File: config.mk
export PLATFORM = sky130hd
export DESIGN_NAME = multiplier_result_readout
export DESIGN_NICKNAME = d
export VERILOG_FILES = /design/src/design/mult_pkg.sv /design/src/design/mult_datapath.sv /design/src/design/multiplier_result_readout.sv
export SDC_FILE = /design/constraint.sdc
export NUM_CORES = 2
export LEC_CHECK = 0
export BUFFER_PORTS_ARGS = -buffer_cell sky130_fd_sc_hd__buf_2
export CORE_ASPECT_RATIO = 1.2
export CORE_MARGIN = 8
export CORE_UTILIZATION = 45
export DETAILED_ROUTE_END_ITERATION = 12
export MAX_ROUTING_LAYER = met4
export PLACE_DENSITY = 0.7
export SKIP_CTS_REPAIR_TIMING = 1
export SLEW_MARGIN = 20
export SYNTH_ARGS = -nofsm -noshare
export SYNTH_HDL_FRONTEND = slang
export SYNTH_HIERARCHICAL = 1
export SYNTH_SLANG_ARGS = --single-unit
File: constraint.sdc
create_clock -name sys_clk -period 11.9 [get_ports sys_clk]
set_input_delay 1.19 -clock sys_clk [delete_from_list [all_inputs] [get_ports sys_clk]]
set_output_delay 1.19 -clock sys_clk [all_outputs]
set_load 0.005 [all_outputs]
File: src/design/mult_pkg.sv
package mult_pkg;
    localparam int REG_ADDR_W = 8;
    localparam int DATA_W = 32;
    localparam int ACC_WORDS = 3;

    localparam logic [REG_ADDR_W-1:0] OFF_CONTROL = 8'h00;
    localparam logic [REG_ADDR_W-1:0] OFF_OPERAND_FIRST = 8'h04;
    localparam logic [REG_ADDR_W-1:0] OFF_OPERAND_SECOND = 8'h08;
    localparam logic [REG_ADDR_W-1:0] OFF_ACC_LOW = 8'h0C;
    localparam logic [REG_ADDR_W-1:0] ACC_WORD_STRIDE = 8'h04;
    localparam logic [REG_ADDR_W-1:0] OFF_VIEW_UPPER = 8'h18;
    localparam logic [REG_ADDR_W-1:0] OFF_VIEW_LOWER = 8'h1C;

    localparam int CTL_UNSIGNED = 0;
    localparam int CTL_ACCUMULATE = 1;
    localparam int CTL_NEG_SUB = 2;
    localparam int CTL_OPCOUNT = 3;
    localparam int CTL_SQUARE = 4;
    localparam int CTL_CLEAR = 5;
    localparam int CTL_INHIBIT = 6;
    localparam int CTL_OVERFLOW = 7;

    localparam logic [7:0] CTL_STORE_MASK = 8'h5F;
    localparam logic [7:0] CTL_RESET = 8'h00;

    localparam logic [1:0] RESP_OKAY = 2'h0;
    localparam logic [1:0] RESP_DECERR = 2'h3;
endpackage

File: src/design/mult_datapath.sv
`timescale 1ns/1ns
module mult_datapath #(
    parameter int OPD_W = 16,
    parameter int ACC_W = 48
) (
    input wire logic unsigned_sel,
    input wire logic accumulate,
    input wire logic neg_sub,
    input wire logic [OPD_W-1:0] opa,
    input wire logic [OPD_W-1:0] opb,
    input wire logic [ACC_W-1:0] acc,
    output logic [ACC_W-1:0] result,
    output logic overflow
);
    localparam int PRD_W = 2 * OPD_W;
    localparam int EXT_W = ACC_W + 1 - PRD_W;

    logic [PRD_W-1:0] prod_u;
    logic [PRD_W-1:0] prod_s;
    logic [PRD_W-1:0] prod;
    logic [ACC_W:0] prod_x;
    logic [ACC_W:0] acc_x;
    logic [ACC_W:0] sum_x;
    logic [ACC_W:0] neg_x;

    // The adder is purely combinational, so the result follows every input change.
    assign prod_u = PRD_W'({{OPD_W{1'b0}}, opa} * {{OPD_W{1'b0}}, opb});
    assign prod_s = PRD_W'($signed({{OPD_W{opa[OPD_W-1]}}, opa}) *
                           $signed({{OPD_W{opb[OPD_W-1]}}, opb}));
    assign prod = unsigned_sel ? prod_u : prod_s;
    assign prod_x = unsigned_sel ? {{EXT_W{1'b0}}, prod} : {{EXT_W{prod[PRD_W-1]}}, prod};
    assign acc_x = unsigned_sel ? {1'b0, acc} : {acc[ACC_W-1], acc};
    assign sum_x = neg_sub ? acc_x - prod_x : acc_x + prod_x;
    assign neg_x = (ACC_W + 1)'(0) - prod_x;

    assign result = accumulate ? sum_x[ACC_W-1:0] :
                    (neg_sub && !unsigned_sel) ? neg_x[ACC_W-1:0] : prod_x[ACC_W-1:0];
    // An unsigned negate cannot be represented; it is flagged and the plain product kept.
    assign overflow = accumulate ?
                      (unsigned_sel ? sum_x[ACC_W] : sum_x[ACC_W] ^ sum_x[ACC_W-1]) :
                      (neg_sub & unsigned_sel);
endmodule

File: src/design/multiplier_result_readout.sv
// The implementer's own choices: the register addresses and the AXI4-Lite slave port.
`timescale 1ns/1ns
// Functional notes
// RQ1: Accumulator low word is read/write register.
// RQ2: Upper view shows result bytes three, two.
// RQ3: Lower view shows result bytes one, zero.
// RQ4: Views come combinationally from the adder.
// RQ5: Views follow control, operand, accumulator changes.
// RQ6: Code 21h clears, unsigned plain multiply.
// RQ7: Code 03h unsigned multiply-accumulate.
// RQ8: Codes 07h, 06h multiply-subtract.
// RQ9: Code 24h clears, signed multiply-negate.
// RQ10: Inhibit bit keeps accumulator unchanged.
// RQ11: Clear bit zeroes data, flag, counter.
// RQ12: Count bit picks one or two operands.
// RQ13: Signedness bit zero means signed operands.
// RQ14: Views ignore writes, read zero until operation.
module multiplier_result_readout
    import mult_pkg::*;
#(
    parameter int OPD_W = 16,
    parameter int ACC_W = 48
) (
    input wire logic sys_clk,
    input wire logic rst_n,
    input wire logic ce,
    input wire logic awvalid,
    output logic awready,
    input wire logic [REG_ADDR_W-1:0] awaddr,
    input wire logic wvalid,
    output logic wready,
    input wire logic [DATA_W-1:0] wdata,
    input wire logic [DATA_W/8-1:0] wstrb,
    output logic bvalid,
    input wire logic bready,
    output logic [1:0] bresp,
    input wire logic arvalid,
    output logic arready,
    input wire logic [REG_ADDR_W-1:0] araddr,
    output logic rvalid,
    input wire logic rready,
    output logic [DATA_W-1:0] rdata,
    output logic [1:0] rresp
);
    localparam int PRD_W = 2 * OPD_W;

    if (OPD_W > DATA_W / 2 || ACC_W != ACC_WORDS * OPD_W) begin : g_bad_width
        $error("Operands must fit a half word and the accumulator must be three words.");
    end

    function automatic logic is_reg(input logic [REG_ADDR_W-1:0] a,
                                    input logic [REG_ADDR_W-1:0] off);
        return a[REG_ADDR_W-1:2] == off[REG_ADDR_W-1:2];
    endfunction

    function automatic logic [OPD_W-1:0] merge_word(input logic [OPD_W-1:0] old,
                                                    input logic [DATA_W-1:0] data,
                                                    input logic [DATA_W/8-1:0] strb);
        logic [OPD_W-1:0] m;
        m = old;
        for (int b = 0; b < OPD_W; b++) begin
            if (strb[b / 8]) begin
                m[b] = data[b];
            end
        end
        return m;
    endfunction

    logic [7:0] ctrl_q;
    logic [7:0] ctrl_d;
    logic [OPD_W-1:0] opa_q;
    logic [OPD_W-1:0] opa_d;
    logic [OPD_W-1:0] opb_q;
    logic [OPD_W-1:0] opb_d;
    logic [ACC_W-1:0] acc_q;
    logic [ACC_W-1:0] acc_d;
    logic [ACC_W-1:0] acc_bus_d;
    logic of_q;
    logic of_d;
    logic done_q;
    logic done_d;
    logic a_ld_q;
    logic a_ld_d;
    logic b_ld_q;
    logic b_ld_d;
    logic start_q;
    logic start_d;
    logic aw_hold_q;
    logic w_hold_q;
    logic [REG_ADDR_W-1:0] awaddr_q;
    logic [DATA_W-1:0] wdata_q;
    logic [DATA_W/8-1:0] wstrb_q;
    logic bvalid_q;
    logic [1:0] bresp_q;
    logic rvalid_q;
    logic [DATA_W-1:0] rdata_q;
    logic [1:0] rresp_q;

    logic wr_fire;
    logic wr_ctrl;
    logic wr_a;
    logic wr_b;
    logic wr_mapped;
    logic clear_all;
    logic opd_wr;
    logic acc_wb;
    logic [OPD_W-1:0] opd_in_a;
    logic [OPD_W-1:0] opd_in_b;
    logic [ACC_W-1:0] result;
    logic overflow;
    logic [OPD_W-1:0] view_upper;
    logic [OPD_W-1:0] view_lower;
    logic [ACC_WORDS-1:0] wr_acc_hit;
    logic [ACC_WORDS-1:0] rd_acc_hit;
    logic [OPD_W-1:0] acc_rd_or [ACC_WORDS+1];
    logic rd_take;
    logic rd_mapped;
    logic [DATA_W-1:0] rd_word;
    logic [7:0] ctrl_view;

    mult_datapath #(
        .OPD_W(OPD_W),
        .ACC_W(ACC_W)
    ) u_datapath (
        .unsigned_sel(ctrl_q[CTL_UNSIGNED]), // [RQ13]
        .accumulate(ctrl_q[CTL_ACCUMULATE]), // [RQ7]
        .neg_sub(ctrl_q[CTL_NEG_SUB]), // [RQ8] [RQ9]
        .opa(opa_q),
        .opb(opb_q),
        .acc(acc_q),
        .result(result),
        .overflow(overflow)
    );

    // Write channel: address and data are caught independently, in either order.
    assign awready = ce & ~aw_hold_q & ~bvalid_q;
    assign wready = ce & ~w_hold_q & ~bvalid_q;
    assign wr_fire = ce & aw_hold_q & w_hold_q & ~bvalid_q;
    assign wr_ctrl = wr_fire & is_reg(awaddr_q, OFF_CONTROL) & wstrb_q[0];
    assign wr_a = wr_fire & is_reg(awaddr_q, OFF_OPERAND_FIRST);
    assign wr_b = wr_fire & is_reg(awaddr_q, OFF_OPERAND_SECOND);
    assign wr_mapped = is_reg(awaddr_q, OFF_CONTROL) | is_reg(awaddr_q, OFF_OPERAND_FIRST) |
                       is_reg(awaddr_q, OFF_OPERAND_SECOND) | (|wr_acc_hit) |
                       is_reg(awaddr_q, OFF_VIEW_UPPER) | is_reg(awaddr_q, OFF_VIEW_LOWER);
    // Valid is masked while frozen so that a handshake cannot complete unseen.
    assign bvalid = bvalid_q & ce;
    assign bresp = bresp_q;

    // Control: the clear bit is never stored, so it always reads back as zero.
    assign clear_all = wr_ctrl & wdata_q[CTL_CLEAR]; // [RQ11]
    assign ctrl_d = wr_ctrl ? (wdata_q[7:0] & CTL_STORE_MASK) : ctrl_q;
    assign ctrl_view = ctrl_q | ({7'h00, of_q} << CTL_OVERFLOW);

    // Operands: in square mode one write loads both operand registers.
    assign opd_in_a = merge_word(opa_q, wdata_q, wstrb_q);
    assign opd_in_b = merge_word(opb_q, wdata_q, wstrb_q);
    assign opd_wr = wr_a | wr_b;
    assign opa_d = clear_all ? '0 : wr_a ? opd_in_a :
                   (wr_b & ctrl_q[CTL_SQUARE]) ? opd_in_b : opa_q; // [RQ11]
    assign opb_d = clear_all ? '0 : wr_b ? opd_in_b :
                   (wr_a & ctrl_q[CTL_SQUARE]) ? opd_in_a : opb_q;

    // Start is one cycle after the operand write, so the datapath sees the new operand.
    assign start_d = opd_wr & (ctrl_q[CTL_SQUARE] | ctrl_q[CTL_OPCOUNT] |
                               ((a_ld_q | wr_a) & (b_ld_q | wr_b))); // [RQ12]
    assign a_ld_d = (clear_all | start_d) ? 1'b0 : (a_ld_q | wr_a); // [RQ11] [RQ12]
    assign b_ld_d = (clear_all | start_d) ? 1'b0 : (b_ld_q | wr_b);

    // Accumulator words share one write path each, laid out from the low word up.
    for (genvar i = 0; i < ACC_WORDS; i++) begin : g_acc_word
        assign wr_acc_hit[i] = is_reg(awaddr_q,
                                      REG_ADDR_W'(OFF_ACC_LOW + ACC_WORD_STRIDE * i));
        assign rd_acc_hit[i] = is_reg(araddr, REG_ADDR_W'(OFF_ACC_LOW + ACC_WORD_STRIDE * i));
        assign acc_bus_d[i*OPD_W +: OPD_W] = (wr_fire & wr_acc_hit[i]) ?
            merge_word(acc_q[i*OPD_W +: OPD_W], wdata_q, wstrb_q) :
            acc_q[i*OPD_W +: OPD_W]; // [RQ1]
        assign acc_rd_or[i+1] = acc_rd_or[i] | (rd_acc_hit[i] ? acc_q[i*OPD_W +: OPD_W] : '0);
    end
    assign acc_rd_or[0] = '0;

    assign acc_wb = start_q & ~ctrl_q[CTL_INHIBIT]; // [RQ10]
    assign acc_d = clear_all ? '0 : acc_wb ? result : acc_bus_d; // [RQ6] [RQ9] [RQ11]
    assign of_d = clear_all ? 1'b0 : start_q ? overflow : of_q;
    assign done_d = clear_all ? 1'b0 : (start_q | done_q);

    // Views are live adder outputs; they are not latched copies of the last result.
    assign view_upper = done_q ? result[PRD_W-1:OPD_W] : '0; // [RQ2] [RQ4] [RQ5] [RQ14]
    assign view_lower = done_q ? result[OPD_W-1:0] : '0; // [RQ3] [RQ4] [RQ5] [RQ14]

    // Read channel: one read in flight, data captured on the address handshake.
    assign arready = ce & ~rvalid_q;
    assign rd_take = arvalid & arready;
    assign rd_mapped = is_reg(araddr, OFF_CONTROL) | is_reg(araddr, OFF_OPERAND_FIRST) |
                       is_reg(araddr, OFF_OPERAND_SECOND) | (|rd_acc_hit) |
                       is_reg(araddr, OFF_VIEW_UPPER) | is_reg(araddr, OFF_VIEW_LOWER);
    assign rd_word = is_reg(araddr, OFF_CONTROL) ? DATA_W'(ctrl_view) :
                     is_reg(araddr, OFF_OPERAND_FIRST) ? DATA_W'(opa_q) :
                     is_reg(araddr, OFF_OPERAND_SECOND) ? DATA_W'(opb_q) :
                     is_reg(araddr, OFF_VIEW_UPPER) ? DATA_W'(view_upper) :
                     is_reg(araddr, OFF_VIEW_LOWER) ? DATA_W'(view_lower) :
                     DATA_W'(acc_rd_or[ACC_WORDS]);
    assign rvalid = rvalid_q & ce;
    assign rdata = rdata_q;
    assign rresp = rresp_q;

    always_ff @(posedge sys_clk or negedge rst_n) begin
        if (!rst_n) begin
            ctrl_q <= CTL_RESET;
            opa_q <= '0;
            opb_q <= '0;
            acc_q <= '0;
            of_q <= 1'b0;
            done_q <= 1'b0;
        end else if (ce) begin
            ctrl_q <= ctrl_d;
            opa_q <= opa_d;
            opb_q <= opb_d;
            acc_q <= acc_d;
            of_q <= of_d;
            done_q <= done_d;
        end
    end

    always_ff @(posedge sys_clk or negedge rst_n) begin
        if (!rst_n) begin
            a_ld_q <= 1'b0;
            b_ld_q <= 1'b0;
            start_q <= 1'b0;
        end else if (ce) begin
            a_ld_q <= a_ld_d;
            b_ld_q <= b_ld_d;
            start_q <= start_d;
        end
    end

    always_ff @(posedge sys_clk or negedge rst_n) begin
        if (!rst_n) begin
            aw_hold_q <= 1'b0;
            w_hold_q <= 1'b0;
            awaddr_q <= '0;
            wdata_q <= '0;
            wstrb_q <= '0;
        end else if (ce) begin
            aw_hold_q <= (aw_hold_q | (awvalid & awready)) & ~wr_fire;
            w_hold_q <= (w_hold_q | (wvalid & wready)) & ~wr_fire;
            if (awvalid && awready) begin
                awaddr_q <= awaddr;
            end
            if (wvalid && wready) begin
                wdata_q <= wdata;
                wstrb_q <= wstrb;
            end
        end
    end

    always_ff @(posedge sys_clk or negedge rst_n) begin
        if (!rst_n) begin
            bvalid_q <= 1'b0;
            bresp_q <= RESP_OKAY;
            rvalid_q <= 1'b0;
            rdata_q <= '0;
            rresp_q <= RESP_OKAY;
        end else if (ce) begin
            bvalid_q <= wr_fire | (bvalid_q & ~bready);
            if (wr_fire) begin
                bresp_q <= wr_mapped ? RESP_OKAY : RESP_DECERR;
            end
            rvalid_q <= rd_take | (rvalid_q & ~rready);
            if (rd_take) begin
                rdata_q <= rd_mapped ? rd_word : '0;
                rresp_q <= rd_mapped ? RESP_OKAY : RESP_DECERR;
            end
        end
    end

    // Independent reference products for the checks below.
    logic [PRD_W-1:0] chk_uprod;
    logic signed [PRD_W-1:0] chk_sprod;
    logic [ACC_W-1:0] chk_prod_x;
    logic [ACC_W-1:0] chk_expect;
    logic [OPD_W-1:0] chk_res_upper;
    logic [OPD_W-1:0] chk_res_lower;
    assign chk_uprod = PRD_W'(opa_q) * PRD_W'(opb_q);
    assign chk_sprod = PRD_W'($signed(opa_q) * $signed(opb_q));
    assign chk_prod_x = ctrl_q[CTL_UNSIGNED] ? ACC_W'(chk_uprod) : ACC_W'(chk_sprod);
    // The expected result is rebuilt from the control bits, so an adder fault cannot hide.
    assign chk_expect = !ctrl_q[CTL_ACCUMULATE] ?
        ((ctrl_q[CTL_NEG_SUB] && !ctrl_q[CTL_UNSIGNED]) ? ACC_W'(0) - chk_prod_x : chk_prod_x) :
        (ctrl_q[CTL_NEG_SUB] ? acc_q - chk_prod_x : acc_q + chk_prod_x);
    assign chk_res_upper = chk_expect[PRD_W-1:OPD_W];
    assign chk_res_lower = chk_expect[OPD_W-1:0];
endmodule

==> impl_metrics.toml <==
[critical_path]
start_kind = "flop"
end_kind = "flop"
critical_path_arrival_ps = 11710
crit_type = "reg -> reg"
slowest_stage = "dfrtp_1"
cpPeakStageDelay_ps = 570
crit_start = "opb_q[5]"
critPathRequiredTime_ps = 12220
timing.rr.start = "opb_q[5]"
crit_fanout = 11

[final_layout]
drive_above_1_share_pct = 7.747
area_growth_pct = 5.962
fillers = 6036
final_cell_mix = "inv_1, fa_1, nand2_1"
final_common_cell = "inv_1"
finalNetCount = 4010

[synthesis]
ys.warnings.count = 6
netlist_area_sq_um = 28540
ys.flop_type = "dfrtp_1"
avgSynthCellArea_sq_um = 8.405
syn-instance-count = 3396
synth-seq-cells = 137
ys_types = 105
synth_async_sr_flop_share_pct = 100.0
ys_seq_area_share_pct = 12.01
synthTopCellsByArea = "fa_1, dfrtp_1, ha_1, inv_1, nand2_1"
synth_top_area_share_pct = 25.74
synth-edff-count = 0
synth_top_area_cell = "fa_1"

[clock_network]
htree_levels = 4
cts_tree = "done"
clock_path_buffers = 2
path_clk_slew_ps = 60
clock-sinks = 137
root_buffer = "clkbuf_16"
cts-buffers-inserted = 17
clk-insertion-delay-late_ps = 450

[detailed_routing]
drt_iter0_markers = 2223
drtAntennaViolNets = 0
detail_route.wl_per_cell_microns = 22.04
drc = 0
viasPerCell = 5.973
finalWirelength_microns = 93030
first_pass_iters = 9
detailroute.via_count = 25210

[min_path]
hp-start = "rdata[8]"
hold_path_class = "reg -> reg"

[sta]
fmax_mhz = 87.81
period_share_pct = 95.70
hold_viol_final = 0
worst_slew_pin_slew_ps = 1215
relSlewSlack_pct = 18.59
skew_ps = 12.54
fin_setup_tns_ps = 0
final_max_slew_viol_count = 0
final.min_clock_period_ps = 11390
setup_viol = 0
rsz0062_at_grt = "false"

[place]
numPortBuffers = 62
dpl.hpwl_microns = 74090
place_congestion = 1.028

[floorplanning]
die_h_microns = 291.9
core_sq_um = 63060
die_w_microns = 245.9
pin_count = 101
core.rowCount = 101
initial_core_util_pct = 45.26
dieArea_sq_um = 71780

[flow_run]
maxCapViolCount = 0

[global_routing]
grt_antenna_before_repair = 0
grt_overflow = 0
grt_pass1_wl_microns = 147500
grt_max_degree = 85
grt_pass1_vias = 25800
grt.total_usage_pct = 26.74

[run_status]
status = "complete, no violations"
[through the flow]
stage / utilization [%] / instance area [sq um] / cells / worst slack, ps / hold slack (ps)
6_report: 47.96 / 30250 / 4220 / 511.8 / 503.4
5_1_grt: 47.96 / 30240 / 4219 / 3.774 / 542.7
4_1_cts: 47.89 / 30200 / 4218 / 425.8 / 511.8
3_5_place_dp: 46.99 / 29630 / 4186 / 485.1 / 489.6
3_3_place_gp: 46.99 / 29630 / 4186 / 517.9 / 501.5
2_1_floorplan: - / 28600 / 3411 / 1298 / 467.3
[final timing paths]
path / slack (ps) / end / cells past startpoint
max: 510 / of_q / 40
min: 500 / rdata[8] / 2
max reg2reg: 510 / of_q / 40
min reg2reg: 500 / rdata[8] / 2
max in group asynchronous: 9720 / ctrl_q[1] / 2
min in group asynchronous: 820 / bresp[0] / 1
[layout make-up]
type / count / area, sq um / area share [%]
clock buffer: 17 / 425.4 / 1.407
tap: 824 / 1031 / 3.409
multi-input combinational: 2533 / 22280 / 73.67
antenna: 1 / 2.502 / 0.008274
inverter: 569 / 2136 / 7.062
clock inverter: 15 / 142.6 / 0.4716
timing repair buffer: 124 / 782.0 / 2.586
sequential: 137 / 3443 / 11.38
[layer usage]
| metal | global-route usage, % | part of all wire, % | vias to the layer above |
|---|---|---|---|
| met1 | 32.27 | 39 | 12440 |
| met4 | 14.79 | 6.6 | 0 |
| met2 | 42.73 | 47 | 1121 |
| li1 | - | - | 11360 |
| met5 | - | 0 | - |
| met3 | 3.921 | 7.3 | 293 |
[synthesized netlist by cell type (32+ instances only)]
cell type  number
inv_1         567
fa_1          367
nand2_1       284
ha_1          201
a21oi_1       191
and2_1        162
nor2_1        156
dfrtp_1       137
clkbuf_1      116
o21ai_0       103
xnor2_1        80
nand3_1        77
a21o_1         76
nand2b_1       58
nor3_1         53
o22ai_1        52
mux2i_1        47
xor2_1         46
a221oi_1       42
mux2_2         42
nor2b_1        37
a31oi_1        33
o211ai_1       33
o21a_1         32
[flip-flops by register name, summed over array words and instances (netlist names)]
signal,count
start_q,1
awaddr_q,6
rresp,1
done_q,1
ctrl_q,6
acc_q,48
opa_q,16
a_ld_q,1
bvalid_q,1
w_hold_q,1
rvalid_q,1
wdata_q,16
aw_hold_q,1
opb_q,16
rdata,16
wstrb_q,2
b_ld_q,1
of_q,1
bresp,1
[kinds of logic after synthesis]
group           share of synthesized area, %
other cells                          0.01314
flops                                  12.01
fa+ha+maj                              34.55
simple gates                           17.78
compound gates                         18.16
xor+xnor                               3.866
mux                                    3.345
buf+inv                                10.27
[critical path, delay by kind of cell (launching register included)]
family	cells	cell delay (ps)
adders and majority gates	8	3990
DFF	1	570
xor gates and xnor gates	2	350
buffers and inverters	6	340
and+or+nand+nor	13	3370
AOI/OAI and AO/OA	11	2620
Power is left out: the tool's default activity adds up to more than one toggle a clock period on the data nets, which glitch-free logic cannot reach.
